==> src/scasy_defines.vh <==
`ifndef SCASY_DEFINES_VH
`define SCASY_DEFINES_VH
// Register addresses
`define SCASY_ADDR_ALIGN_MODE   8'hB8
`define SCASY_ADDR_ROTATION     8'hB9
`define SCASY_ADDR_AVERAGE      8'hBA
`define SCASY_ADDR_TRIG         8'hBC
`define SCASY_ADDR_RATIO        8'hBD
`define SCASY_ADDR_AVG_PATH     8'hC5
`define SCASY_ADDR_PERIOD_LO    8'hC7
`define SCASY_ADDR_PERIOD_HI    8'hC8
`define SCASY_ADDR_EDGE_SEL     8'hCB
`define SCASY_ADDR_LF_CTRL      8'hCC
`define SCASY_ADDR_GPIO_CFG0    8'h35
`define SCASY_ADDR_GPIO_CFG1    8'h36
`define SCASY_ADDR_GPIO_CFG2    8'h37
// Field positions
`define SCASY_BIT_CONT          0
`define SCASY_BIT_ONESHOT       1
`define SCASY_BIT_DONE          4
`define SCASY_BIT_NCORST        4
`define SCASY_BIT_AVG_PATH      5
`define SCASY_BIT_PERIOD_SEL    4
// Reset values
`define SCASY_RST_ROTATION      8'h30
`define SCASY_RST_AVG_PATH      8'h07
`define SCASY_RST_PERIOD_LO     8'h80
`define SCASY_RST_PERIOD_HI     3'h1
`define SCASY_RST_EDGE_SEL      8'h15
`define SCASY_RST_LF_CTRL       8'h04
// Pin function codes
`define SCASY_GPIO_LEADER_OUT   4'hA
`define SCASY_GPIO_FOLLOW_IN    4'hB
// Timing counts
`define SCASY_ROT_CYCLES        4'h8
`define SCASY_PWR_CYCLES        4'h4
`define SCASY_DEFAULT_JESD_PER  11'h080
`endif

==> src/scasy_sysref_align.v <==
`timescale 1ns/100ps
`include "scasy_defines.vh"

module scasy_sysref_align
(
  input  wire        mclk_i,          // Divided DAC clock
  input  wire        rst_n_i,         // Async reset, active low
  input  wire        reg_wr_i,        // Register write strobe
  input  wire        reg_rd_i,        // Register read strobe
  input  wire [7:0]  reg_addr_i,      // Register address
  input  wire [7:0]  reg_wdata_i,     // Write data
  output reg  [7:0]  reg_rdata_o,     // Read data
  input  wire        sysref_i,        // SYSREF pulse, external
  input  wire        subclass1_i,     // Link subclass select
  input  wire        jesd_period_en_i,// Link frame-period tick
  input  wire [5:0]  gpio_i,          // Pin inputs
  output reg  [5:0]  gpio_o,          // Pin outputs
  output reg  [5:0]  gpio_oe_o,       // Pin drive enables
  output reg         link_down_o,     // Serial link held down
  output reg         dp_off_o,        // Datapath soft-off request
  output reg         clk_rotate_o,    // Clock rotation pulse
  output reg         nco_rst_o,       // NCO reset pulse, both paths
  output reg         rx_nco_sync_o,   // Rx NCO sync pulse
  output reg         tx_nco_sync_o,   // Tx NCO sync pulse
  output reg         lmfc_o           // Internal frame clock
);

  // Sequencer states
  localparam ST_IDLE = 2'b00;
  localparam ST_PRE  = 2'b01;
  localparam ST_ROT  = 2'b10;
  localparam ST_POST = 2'b11;

  // Alignment behaviour register value at reset
  localparam [7:0] ROT_RST = `SCASY_RST_ROTATION;

  // Software-visible fields
  reg        cont_en_reg;             // continuous_align_enable
  reg        oneshot_reg;             // single_align_enable
  reg        done_reg;                // One-shot done flag
  reg        nco_after_reg;           // osc_reset_after_align
  reg [1:0]  rot_mode_reg;            // Alignment behaviour
  reg [2:0]  avg_cnt_reg;             // sysref_pulse_avg_count
  reg        trig_reg;                // leader_sync_trigger
  reg [3:0]  ratio_reg;               // rx_tx_frame_ratio
  reg        avg_path_reg;            // avg_path_enable
  reg [7:0]  per_lo_reg;              // Manual period low byte
  reg [2:0]  per_hi_reg;              // Manual period high bits
  reg        per_sel_reg;             // manual_period_select
  reg [1:0]  rx_edge_reg;             // rx_osc_sync_edge
  reg [1:0]  tx_edge_reg;             // tx_osc_sync_edge
  reg [3:0]  extra_reg;               // extra_frame_delay
  reg [1:0]  src_reg;                 // leader_trigger_source
  reg [1:0]  role_reg;                // leader_follower_role
  reg [23:0] gpio_cfg_reg;            // Six 4-bit pin configs

  // Synchronisers and edge state
  reg        sref_m_reg;
  reg        sref_s_reg;
  reg        sref_d_reg;
  reg [5:0]  gpio_m_reg;
  reg [5:0]  gpio_s_reg;
  reg        fol_d_reg;

  // Frame clock counter
  reg [10:0] lmfc_cnt_reg;
  reg        lmfc_d_reg;

  // Sequencer
  reg [1:0]  state_reg;
  reg [3:0]  seq_cnt_reg;
  reg        from_oneshot_reg;
  reg        init_rst_reg;            // Pending post-reset NCO clear

  // Pending NCO edge syncs
  reg        rx_pend_reg;
  reg        tx_pend_reg;

  // Leader/follower engine
  reg        lf_arm_reg;              // Waiting for trigger source
  reg        lf_wait_reg;             // Counting extra frames
  reg [3:0]  lf_cnt_reg;
  reg        lf_pulse_reg;            // Leader sync out level

  // Derived combinational terms
  wire       sref_rise = sref_s_reg & ~sref_d_reg;
  wire [10:0] period =
    per_sel_reg ? {per_hi_reg, per_lo_reg}
                : `SCASY_DEFAULT_JESD_PER;
  wire       lmfc_rise = lmfc_o & ~lmfc_d_reg;
  wire       lmfc_fall = ~lmfc_o & lmfc_d_reg;
  wire       wr_trig   = reg_wr_i & (reg_addr_i == `SCASY_ADDR_TRIG)
                         & reg_wdata_i[0];
  wire       is_leader   = (role_reg == 2'b01);
  wire       is_follower = (role_reg == 2'b10);
  reg        fol_in;
  reg        src_hit;
  reg        rx_hit;
  reg        tx_hit;
  integer    i;                       // Pin index, follower scan
  integer    j;                       // Pin index, pin drivers

  // Follower input: any pin configured as sync input
  always @*
  begin
    fol_in = 1'b0;
    for (i = 0; i < 6; i = i + 1)
      if (gpio_cfg_reg[i*4 +: 4] == `SCASY_GPIO_FOLLOW_IN)
        fol_in = fol_in | gpio_s_reg[i];
  end

  // Event selectors for edges and trigger source
  always @*
  begin
    case (src_reg)
      2'b00:   src_hit = sref_rise;
      2'b01:   src_hit = lmfc_rise;
      2'b10:   src_hit = lmfc_fall;
      default: src_hit = 1'b0;
    endcase
    case (rx_edge_reg)
      2'b01:   rx_hit = lmfc_rise;
      2'b10:   rx_hit = lmfc_fall;
      default: rx_hit = 1'b0;
    endcase
    case (tx_edge_reg)
      2'b01:   tx_hit = lmfc_rise;
      2'b10:   tx_hit = lmfc_fall;
      default: tx_hit = 1'b0;
    endcase
  end

  // Input synchronisers
  always @(posedge mclk_i or negedge rst_n_i)
  begin
    if (!rst_n_i)
    begin
      sref_m_reg <= 1'b0;
      sref_s_reg <= 1'b0;
      sref_d_reg <= 1'b0;
      gpio_m_reg <= 6'h00;
      gpio_s_reg <= 6'h00;
      fol_d_reg  <= 1'b0;
    end
    else
    begin
      sref_m_reg <= sysref_i;
      sref_s_reg <= sref_m_reg;
      sref_d_reg <= sref_s_reg;
      gpio_m_reg <= gpio_i;
      gpio_s_reg <= gpio_m_reg;
      fol_d_reg  <= fol_in;
    end
  end

  // Frame clock: high for first half of period
  always @(posedge mclk_i or negedge rst_n_i)
  begin
    if (!rst_n_i)
    begin
      lmfc_cnt_reg <= 11'h000;
      lmfc_o       <= 1'b0;
      lmfc_d_reg   <= 1'b0;
    end
    else
    begin
      lmfc_d_reg <= lmfc_o;
      // Rotation restarts the frame; a period of N spans N steps
      if (clk_rotate_o)
        lmfc_cnt_reg <= 11'h000;
      else if (per_sel_reg || jesd_period_en_i)
      begin
        if (lmfc_cnt_reg + 11'h001 >= period)
          lmfc_cnt_reg <= 11'h000;
        else
          lmfc_cnt_reg <= lmfc_cnt_reg + 11'h001;
      end
      lmfc_o <= (lmfc_cnt_reg < {1'b0, period[10:1]});
    end
  end

  // Register writes, alignment sequencer and sync engines
  always @(posedge mclk_i or negedge rst_n_i)
  begin
    if (!rst_n_i)
    begin
      cont_en_reg   <= 1'b0;
      oneshot_reg   <= 1'b0;
      done_reg      <= 1'b0;
      nco_after_reg <= ROT_RST[`SCASY_BIT_NCORST];
      rot_mode_reg  <= 2'b00;
      avg_cnt_reg   <= 3'h0;
      trig_reg      <= 1'b0;
      ratio_reg     <= 4'h0;
      avg_path_reg  <= 1'b0;
      per_lo_reg    <= `SCASY_RST_PERIOD_LO;
      per_hi_reg    <= `SCASY_RST_PERIOD_HI;
      per_sel_reg   <= 1'b0;
      rx_edge_reg   <= 2'b01;
      tx_edge_reg   <= 2'b01;
      extra_reg     <= 4'h0;
      src_reg       <= 2'b01;
      role_reg      <= 2'b00;
      gpio_cfg_reg  <= 24'h000000;
      state_reg     <= ST_IDLE;
      seq_cnt_reg   <= 4'h0;
      from_oneshot_reg <= 1'b0;
      init_rst_reg  <= 1'b1;
      rx_pend_reg   <= 1'b0;
      tx_pend_reg   <= 1'b0;
      lf_arm_reg    <= 1'b0;
      lf_wait_reg   <= 1'b0;
      lf_cnt_reg    <= 4'h0;
      lf_pulse_reg  <= 1'b0;
      link_down_o   <= 1'b0;
      dp_off_o      <= 1'b0;
      clk_rotate_o  <= 1'b0;
      nco_rst_o     <= 1'b0;
      rx_nco_sync_o <= 1'b0;
      tx_nco_sync_o <= 1'b0;
    end
    else
    begin
      clk_rotate_o  <= 1'b0;
      nco_rst_o     <= 1'b0;
      rx_nco_sync_o <= 1'b0;
      tx_nco_sync_o <= 1'b0;
      init_rst_reg  <= 1'b0;
      // NCO clear after digital reset
      if (init_rst_reg && nco_after_reg)
        nco_rst_o <= 1'b1;

      // Software writes; address decode chain
      if (reg_wr_i)
      begin
        if (reg_addr_i == `SCASY_ADDR_ALIGN_MODE)
        begin
          cont_en_reg <= reg_wdata_i[`SCASY_BIT_CONT];
          oneshot_reg <= reg_wdata_i[`SCASY_BIT_ONESHOT];
          if (reg_wdata_i[`SCASY_BIT_ONESHOT])
            done_reg <= 1'b0;
        end
        else if (reg_addr_i == `SCASY_ADDR_ROTATION)
        begin
          nco_after_reg <= reg_wdata_i[`SCASY_BIT_NCORST];
          rot_mode_reg  <= reg_wdata_i[1:0];
        end
        else if (reg_addr_i == `SCASY_ADDR_AVERAGE)
          avg_cnt_reg <= reg_wdata_i[2:0];  // Zero means sampled
        else if (reg_addr_i == `SCASY_ADDR_RATIO)
          ratio_reg <= reg_wdata_i[3:0];
        else if (reg_addr_i == `SCASY_ADDR_AVG_PATH)
          avg_path_reg <= reg_wdata_i[`SCASY_BIT_AVG_PATH];
        else if (reg_addr_i == `SCASY_ADDR_PERIOD_LO)
          per_lo_reg <= reg_wdata_i;
        else if (reg_addr_i == `SCASY_ADDR_PERIOD_HI)
        begin
          per_sel_reg <= reg_wdata_i[`SCASY_BIT_PERIOD_SEL];
          per_hi_reg  <= reg_wdata_i[2:0];
        end
        else if (reg_addr_i == `SCASY_ADDR_EDGE_SEL)
        begin
          rx_edge_reg <= reg_wdata_i[3:2];
          tx_edge_reg <= reg_wdata_i[1:0];
        end
        else if (reg_addr_i == `SCASY_ADDR_LF_CTRL)
        begin
          extra_reg <= reg_wdata_i[7:4];
          src_reg   <= reg_wdata_i[3:2];
          role_reg  <= reg_wdata_i[1:0];
        end
        else if (reg_addr_i == `SCASY_ADDR_GPIO_CFG0)
          gpio_cfg_reg[7:0] <= reg_wdata_i;
        else if (reg_addr_i == `SCASY_ADDR_GPIO_CFG1)
          gpio_cfg_reg[15:8] <= reg_wdata_i;
        else if (reg_addr_i == `SCASY_ADDR_GPIO_CFG2)
          gpio_cfg_reg[23:16] <= reg_wdata_i;
      end

      // Alignment sequencer
      case (state_reg)
        ST_IDLE:
        begin
          if ((cont_en_reg && sref_rise) ||
              (oneshot_reg && !done_reg &&
               (sref_rise || !subclass1_i)))
          begin
            from_oneshot_reg <= ~cont_en_reg;
            link_down_o <= rot_mode_reg[0];
            dp_off_o    <= rot_mode_reg[1];
            seq_cnt_reg <= (rot_mode_reg == 2'b00) ? 4'h0
                           : `SCASY_PWR_CYCLES;
            state_reg   <= ST_PRE;
          end
        end
        ST_PRE:
        begin
          // Let link and datapath settle off
          if (seq_cnt_reg == 4'h0)
          begin
            clk_rotate_o <= 1'b1;
            seq_cnt_reg  <= `SCASY_ROT_CYCLES;
            state_reg    <= ST_ROT;
          end
          else
            seq_cnt_reg <= seq_cnt_reg - 4'h1;
        end
        ST_ROT:
        begin
          if (seq_cnt_reg == 4'h0)
          begin
            link_down_o <= 1'b0;
            dp_off_o    <= 1'b0;
            state_reg   <= ST_POST;
          end
          else
            seq_cnt_reg <= seq_cnt_reg - 4'h1;
        end
        default:
        begin
          // Completion: one-shot flag and optional NCO clear
          if (from_oneshot_reg)
          begin
            done_reg    <= 1'b1;
            oneshot_reg <= 1'b0;
            if (nco_after_reg)
              nco_rst_o <= 1'b1;
          end
          state_reg <= ST_IDLE;
        end
      endcase

      // Rx/Tx NCO sync on SYSREF-selected edge
      if (sref_rise && rx_edge_reg == 2'b00)
        rx_nco_sync_o <= 1'b1;
      else if (sref_rise && rx_edge_reg != 2'b11)
        rx_pend_reg <= 1'b1;
      else if (rx_pend_reg && rx_hit)
      begin
        rx_nco_sync_o <= 1'b1;
        rx_pend_reg   <= 1'b0;
      end
      if (sref_rise && tx_edge_reg == 2'b00)
        tx_nco_sync_o <= 1'b1;
      else if (sref_rise && tx_edge_reg != 2'b11)
        tx_pend_reg <= 1'b1;
      else if (tx_pend_reg && tx_hit)
      begin
        tx_nco_sync_o <= 1'b1;
        tx_pend_reg   <= 1'b0;
      end

      // Leader engine: trigger, source, extra frames
      lf_pulse_reg <= 1'b0;
      if (wr_trig && is_leader)
      begin
        trig_reg   <= 1'b1;
        lf_arm_reg <= 1'b1;
      end
      else if (wr_trig)
        trig_reg <= 1'b1;
      else if (trig_reg && !lf_arm_reg && !lf_wait_reg)
        trig_reg <= 1'b0;
      if (lf_arm_reg && src_hit)
      begin
        lf_arm_reg <= 1'b0;
        if (src_reg != 2'b00 && extra_reg != 4'h0)
        begin
          lf_wait_reg <= 1'b1;
          lf_cnt_reg  <= extra_reg;
        end
        else
        begin
          nco_rst_o    <= 1'b1;
          lf_pulse_reg <= 1'b1;
        end
      end
      else if (lf_wait_reg && lmfc_rise)
      begin
        if (lf_cnt_reg == 4'h1)
        begin
          lf_wait_reg  <= 1'b0;
          nco_rst_o    <= 1'b1;
          lf_pulse_reg <= 1'b1;
        end
        lf_cnt_reg <= lf_cnt_reg - 4'h1;
      end
      if (!is_leader)
      begin
        lf_arm_reg  <= 1'b0;
        lf_wait_reg <= 1'b0;
      end

      // Follower: reset NCOs on sync input edge
      if (is_follower && fol_in && !fol_d_reg)
        nco_rst_o <= 1'b1;
    end
  end

  // Pin drivers for leader sync output
  always @(posedge mclk_i or negedge rst_n_i)
  begin
    if (!rst_n_i)
    begin
      gpio_o    <= 6'h00;
      gpio_oe_o <= 6'h00;
    end
    else
    begin
      for (j = 0; j < 6; j = j + 1)
      begin
        gpio_oe_o[j] <= (gpio_cfg_reg[j*4 +: 4] ==
                         `SCASY_GPIO_LEADER_OUT);
        gpio_o[j]    <= lf_pulse_reg &
                        (gpio_cfg_reg[j*4 +: 4] ==
                         `SCASY_GPIO_LEADER_OUT);
      end
    end
  end

  // Registered read data
  always @(posedge mclk_i or negedge rst_n_i)
  begin
    if (!rst_n_i)
      reg_rdata_o <= 8'h00;
    else if (reg_rd_i)
    begin
      if (reg_addr_i == `SCASY_ADDR_ALIGN_MODE)
        reg_rdata_o <= {3'h0, done_reg, 2'h0, oneshot_reg, cont_en_reg};
      else if (reg_addr_i == `SCASY_ADDR_ROTATION)
        reg_rdata_o <= {3'h1, nco_after_reg, 2'h0, rot_mode_reg};
      else if (reg_addr_i == `SCASY_ADDR_AVERAGE)
        reg_rdata_o <= {5'h00, avg_cnt_reg};
      else if (reg_addr_i == `SCASY_ADDR_TRIG)
        reg_rdata_o <= {7'h00, trig_reg};
      else if (reg_addr_i == `SCASY_ADDR_RATIO)
        reg_rdata_o <= {4'h0, ratio_reg};
      else if (reg_addr_i == `SCASY_ADDR_AVG_PATH)
        reg_rdata_o <= {2'h0, avg_path_reg, 5'h07};
      else if (reg_addr_i == `SCASY_ADDR_PERIOD_LO)
        reg_rdata_o <= per_lo_reg;
      else if (reg_addr_i == `SCASY_ADDR_PERIOD_HI)
        reg_rdata_o <= {3'h0, per_sel_reg, 1'b0, per_hi_reg};
      else if (reg_addr_i == `SCASY_ADDR_EDGE_SEL)
        reg_rdata_o <= {4'h1, rx_edge_reg, tx_edge_reg};
      else if (reg_addr_i == `SCASY_ADDR_LF_CTRL)
        reg_rdata_o <= {extra_reg, src_reg, role_reg};
      else if (reg_addr_i == `SCASY_ADDR_GPIO_CFG0)
        reg_rdata_o <= gpio_cfg_reg[7:0];
      else if (reg_addr_i == `SCASY_ADDR_GPIO_CFG1)
        reg_rdata_o <= gpio_cfg_reg[15:8];
      else if (reg_addr_i == `SCASY_ADDR_GPIO_CFG2)
        reg_rdata_o <= gpio_cfg_reg[23:16];
      else
        reg_rdata_o <= 8'h00;  // Unmapped reads zero
    end
  end

endmodule

==> config.mk <==
export PLATFORM = sky130hd
export DESIGN_NAME = scasy_sysref_align
export DESIGN_NICKNAME = d
export VERILOG_FILES = /design/src/scasy_sysref_align.v
export VERILOG_INCLUDE_DIRS = /design/src
export SDC_FILE = /design/constraint.sdc
export NUM_CORES = 1
export LEC_CHECK = 0
export BUFFER_PORTS_ARGS = -buffer_cell sky130_fd_sc_hd__buf_2
export CORE_MARGIN = 2
export CORE_UTILIZATION = 25
export DETAILED_ROUTE_END_ITERATION = 10
export GPL_TIMING_DRIVEN = 0
export PLACE_DENSITY_LB_ADDON = 0.3
export REMOVE_ABC_BUFFERS = 1
export SLEW_MARGIN = 20
export SYNTH_ARGS = -nofsm -noshare
export SYNTH_HDL_FRONTEND = slang
export SYNTH_SLANG_ARGS = --single-unit
==> constraint.sdc <==
create_clock -name mclk_i -period 2.8 [get_ports mclk_i]
set_clock_uncertainty 0.2 [all_clocks]
set_input_delay 0.28 -clock mclk_i [delete_from_list [all_inputs] [get_ports mclk_i]]
set_output_delay 0.28 -clock mclk_i [all_outputs]
set_load 0.02 [all_outputs]
Word-level counts from Yosys, hierarchy flattened

Index checks and enable logic that the tools add are counted.

Register bits: 135
Input bits: 29
Logic and storage cells: 283

Add/subtract/negate cells: 3
Magnitude comparators: 2
Equality and inequality tests: 47
Multiplexer cells: 88
Bitwise gates (word level): 33
Reductions and logical operators: 62

Operator list:

| kind                                           | number |
|---|---|
| two-way mux 8 bit                              | 13 |
| == test 8 bit (second input constant)          | 10 |
| two-way mux 1 bit                              | 54 |
| == test 4 bit (second input constant)          | 12 |
| two-way mux 11 bit                             | 4 |
| == test 8 x 6 -> 1 bit (second input constant) | 3 |
| two-way mux 4 bit                              | 6 |
| logical AND 1 bit                              | 18 |
| inverter 1 bit                                 | 17 |
| AND reduction 3 bit                            | 5 |
| AND reduction 13 bit                           | 1 |
| != test 2 bit (second input constant)          | 6 |
| one-hot mux 4 bit (3 select lines)             | 1 |
| AND reduction 12 bit                           | 1 |
| nonzero test 2 bit                             | 6 |
| adder 11 x 1 -> 11 bit (second input constant) | 1 |
| AND 1 bit                                      | 11 |
| greater-or-equal comparator 11 bit             | 1 |
| < comparator 11 x 10 -> 1 bit                  | 1 |
| AND reduction 11 bit                           | 1 |
| == test 2 x 1 -> 1 bit (second input constant) | 5 |
| == test 2 bit (second input constant)          | 5 |
| logical NOT 2 bit                              | 5 |
| AND reduction 10 bit                           | 1 |
| 24 further kinds                               | 47 |

Depth between registers and ports, before layout

Word-level depth: 15
Gate-level depth with buffers: 12
Mapped depth without buffers: 11

Worst setup path before layout

OpenSTA, ideal clock, no wires.

Path kind: register -> register
Start point: register lmfc_cnt_reg[2]
End point: register lmfc_cnt_reg[0]
Library setup time: 0.083 ns
Arrival: 2.694 ns
Slack: -0.178 ns
Cell stages (with the launch flop): 13
Buffers on the path: 1
Cell sequence: dfrtp_1 -> and3_1 -> nand3_1 -> and2_1 -> or2_2 -> ha_1 -> a21o_1 -> a21o_1 -> a2111oi_0 -> o31a_1 -> buf_2 -> o21ai_1 -> o21ai_0

Longest elaborated chain between the ends: 5

Ends and longest elaborated chain:

| element                            | line                     | source |
|---|---|---|
| from (decl)                        | scasy_sysref_align.v:66  | `reg [10:0] lmfc_cnt_reg;` |
| from (signal assigned)             | scasy_sysref_align.v:176 | `lmfc_cnt_reg <= lmfc_cnt_reg + 11'h001;` |
| adder 11 x 1 -> 11 bit             | scasy_sysref_align.v:173 | `if (lmfc_cnt_reg + 11'h001 >= period)` |
| greater-or-equal comparator 11 bit | scasy_sysref_align.v:173 |  |
| two-way mux 11 bit                 | scasy_sysref_align.v:173 |  |
| two-way mux 11 bit                 | scasy_sysref_align.v:171 | `else if (per_sel_reg \|\| jesd_period_en_i)` |
| two-way mux 11 bit                 | scasy_sysref_align.v:169 | `if (clk_rotate_o)` |

No other way between the ends. The select of a mux whose other input is x is not followed.
A chain may end at the register's enable or synchronous reset.

Worst setup path in the final report

Start point: register lmfc_cnt_reg[4]
End point: register lmfc_cnt_reg[9]

Longest elaborated chain between the ends: 5

Ends and longest elaborated chain:

| element                            | line |
|---|---|
| adder 11 x 1 -> 11 bit *           | scasy_sysref_align.v:173, scasy_sysref_align.v:176 |
| greater-or-equal comparator 11 bit | scasy_sysref_align.v:173 |
| two-way mux 11 bit *               | scasy_sysref_align.v:173 |
| two-way mux 11 bit *               | scasy_sysref_align.v:171 |
| two-way mux 11 bit *               | scasy_sysref_align.v:169 |

Every way passes the cells marked *; elsewhere a longest branch is shown, timed or not. The select of a mux whose other input is x is not followed.

==> flow_summary.toml <==
[worst_setup_path]
startpoint_type = "flop"
cp_data_required_time_ns = 2.96
crit_type = "reg -> reg"
arrival_ns = 2.95
path_max_fanout = 8
timing.critical_path.mode_cell = "a21o_1"
reg2reg_slack_ns = 0.007
slowest_stage = "a2111oi_4"
r2r-end = "lmfc_cnt_reg[9]$_DFFE_PN0P_"
reg2reg_from = "lmfc_cnt_reg[4]$_DFFE_PN0P_"
cp-end-kind = "flop"
max_stage_delay_ns = 0.37
reg2regPathDepth = 12
path_cells = "and3_4 > nand3_4 > and2_4 > or2_4 > ha_4 > a21o_1 > a21o_1 > a2111oi_4 > o31a_4 > buf_6 > o211ai_1 > nand2_1"

[floorplan]
core_area_um2 = 28500
initial_utilization = 0.252
die_h_um = 174
die_x_um = 174
num_rows = 62
pin_count = 56
dieArea_um2 = 30100

[route]
routedWlPerCell_um = 16.7
ant_nets = 0
vias_per_cell = 4.75
drtPass1Iterations = 4
drtIter0Drc = 286
dr_total_vias = 5426
drc = 0
wl_um = 19000

[placement]
dp_worst_setup_slack_ns = -0.715
gp_congestion = 0.868
placed_cell_area_um2 = 7870
io_buffers = 55
dp.cells = 1090
dpl.hpwl_um = 13400

[cells_and_area]
antenna_cells = 0
largest_reg_flops = 24
final_nets = 811
drive_gt1_frac = 0.265
final_area_um2 = 8770
area_growth_pct = 22.0
final_util = 0.308
fin_cells = 1142

[logic_synthesis]
syn-mean-instance-area_um2 = 10.6
syn_area_um2 = 7190
synth_common_cells = "dfrtp_1 (128), nand2_1 (71), mux2_2 (45)"
synth_top_area_cell = "dfrtp_1"
synth_top_area_frac = 0.446
yosys_warnings = 0
synth_area_leaders = "dfrtp_1 (45%), mux2_2 (7.1%), ha_1 (6.4%)"
yosysUniqueCellTypes = 74
syn_inst = 675
ys_ff_latch = 135
async_flop_share = 1.00
synth_ff_type = "dfrtp_1"
synth-edff-count = 0
yosysSeqAreaShare = 0.471
synth.most_common_cell = "dfrtp_1"

[grt]
grt_use_total = 0.130
grt_pass1_vias = 5407
grt_overflow = 0
grt_pass1_wl_um = 30600
grt_max_degree = 69
antenna_found_initial = 0

[power_and_ir_drop]
p_per_area_nw_per_um2 = 635
p_leak_nw = 4.03
peakVddDrop_v = 0.000323

[clock_network]
clock_latency_ns = 0.42
cts_buffer_depth = 2
cts_made_buffers = 17
cts_tree = "yes"
root_buffer = "clkbuf_16"
htree_levels = 4
clk_pin_slew_ns = 0.06
clock_sinks = 135

[timing]
drv_slew = 0
finalWorstPathRequiredPeriod_ns = 2.79
min_period_over_period = 0.997
worst_slack_ns = 0.00736
hold_violations = 0
fmaxAchievable_mhz = 358
rsz0062_at_grt = "true"
max_slew_margin = 0.247
tightest_slew_ns = 1.13
setup_viol = 0

[min_path]
holdPathEnd = "lmfc_cnt_reg[3]$_DFFE_PN0P_"
min_path_cells = 4
holdCritPathClass = "in -> reg"
min-delay-start = "jesd_period_en_i"

[run_status]
status = "completed"

[run]
drv_cap = 0
## layer usage
layer | GRT usage | part of all wire | routed length (µm)
met5 | 0 | 0 | 0
met3 | 0.0235 | 0.034 | 639
met2 | 0.189 | 0.44 | 8340
met1 | 0.194 | 0.51 | 9770
met4 | 0.0420 | 0.015 | 284
## how the worst max path moves through the flow
| stage | slack (ns) | start | depth (start not counted) | end |
|---|---|---|---|---|
| 5_1_grt | -0.14 | lmfc_cnt_reg[4]$_DFFE_PN0P_ | 12 | lmfc_cnt_reg[8]$_DFFE_PN0P_ |
| 2_1_floorplan | -0.20 | lmfc_cnt_reg[2]$_DFFE_PN0P_ | 11 | lmfc_cnt_reg[0]$_DFFE_PN0P_ |
| 4_1_cts | 0.00004 | lmfc_cnt_reg[4]$_DFFE_PN0P_ | 12 | lmfc_cnt_reg[8]$_DFFE_PN0P_ |
| 3_3_place_gp | -0.79 | rst_n_i | 1 | seq_cnt_reg[0]$_DFFE_PN0P_ |
| 3_5_place_dp | -0.72 | lmfc_cnt_reg[0]$_DFFE_PN0P_ | 10 | lmfc_cnt_reg[1]$_DFFE_PN0P_ |
| 6_report | 0.007 | lmfc_cnt_reg[4]$_DFFE_PN0P_ | 12 | lmfc_cnt_reg[9]$_DFFE_PN0P_ |
## cell usage in the layout (no fill, tap or decap), types with 12 or more instances in the layout
| master | n |
|---|---|
| nor2_1 | 41 |
| mux2_2 | 45 |
| nor2b_1 | 17 |
| o21ai_0 | 38 |
| mux2_4 | 16 |
| ha_1 | 34 |
| inv_1 | 22 |
| nand2_1 | 71 |
| a21oi_1 | 18 |
| clkbuf_16 | 17 |
| buf_2 | 54 |
| a22oi_1 | 12 |
| nand3_1 | 16 |
| dfrtp_1 | 126 |
## cells by family (layout without fill, tap and decap cells)
family / after synthesis / after routing / synth area share
buffers and inverters: 47 / 130 / 0.0282
adders and majority gates: 37 / 37 / 0.0644
AOI/OAI and AO/OA: 152 / 152 / 0.142
and+or+nand+nor: 226 / 226 / 0.167
other: 1 / 1 / 0.000522
xor gates and xnor gates: 7 / 7 / 0.00853
muxes: 70 / 70 / 0.117
DFF: 135 / 135 / 0.471
## critical path, delay by kind of cell, from the launching register on
kind,cells,cell delay (ns)
fa+ha+maj,1,0.21
simple gates,5,0.78
buf+inv,1,0.11
compound gates,5,1.06
flops,1,0.36
## per-stage QoR
stage          TNS [ns]  hold slack [ns]  power, W
2_1_floorplan     -1.60           -0.216   0.00286
6_report              0          0.00927   0.00557
5_1_grt          -0.994           0.0215   0.00586
3_5_place_dp      -7.36           0.0800   0.00319
3_3_place_gp    -106.73            0.132   0.00317
4_1_cts               0          0.00563   0.00562
## layout make-up
type                    count  area (µm²)
clock buffers              18         439
clock inverters            14         163
fillers                  2956       19700
inverters                  22        82.6
multi-input cells         493        3720
flip-flops and latches    135        3390
well taps                 384         480
repair buffers             76         494
## power breakdown
| part | switching, W | internal, W | total, W |
|---|---|---|---|
| registers | 0.000131 | 0.00211 | 0.00224 |
| clock network | 0.000940 | 0.00136 | 0.00230 |
| logic | 0.000585 | 0.000442 | 0.00103 |
## what timing repair did
| item | CTS | global route |
|---|---|---|
| endpoints found under the hold margin | 73 | 0 |
| gates cloned | 0 | 0 |
| setup endpoints to repair | 11 | 12 |
| resized for setup | 22 | 6 |
| buffers inserted | 9 | 3 |
| hold buffers | 8 | 0 |
| pin swaps | 6 | 14 |
Power figures use the tool's default switching activity.
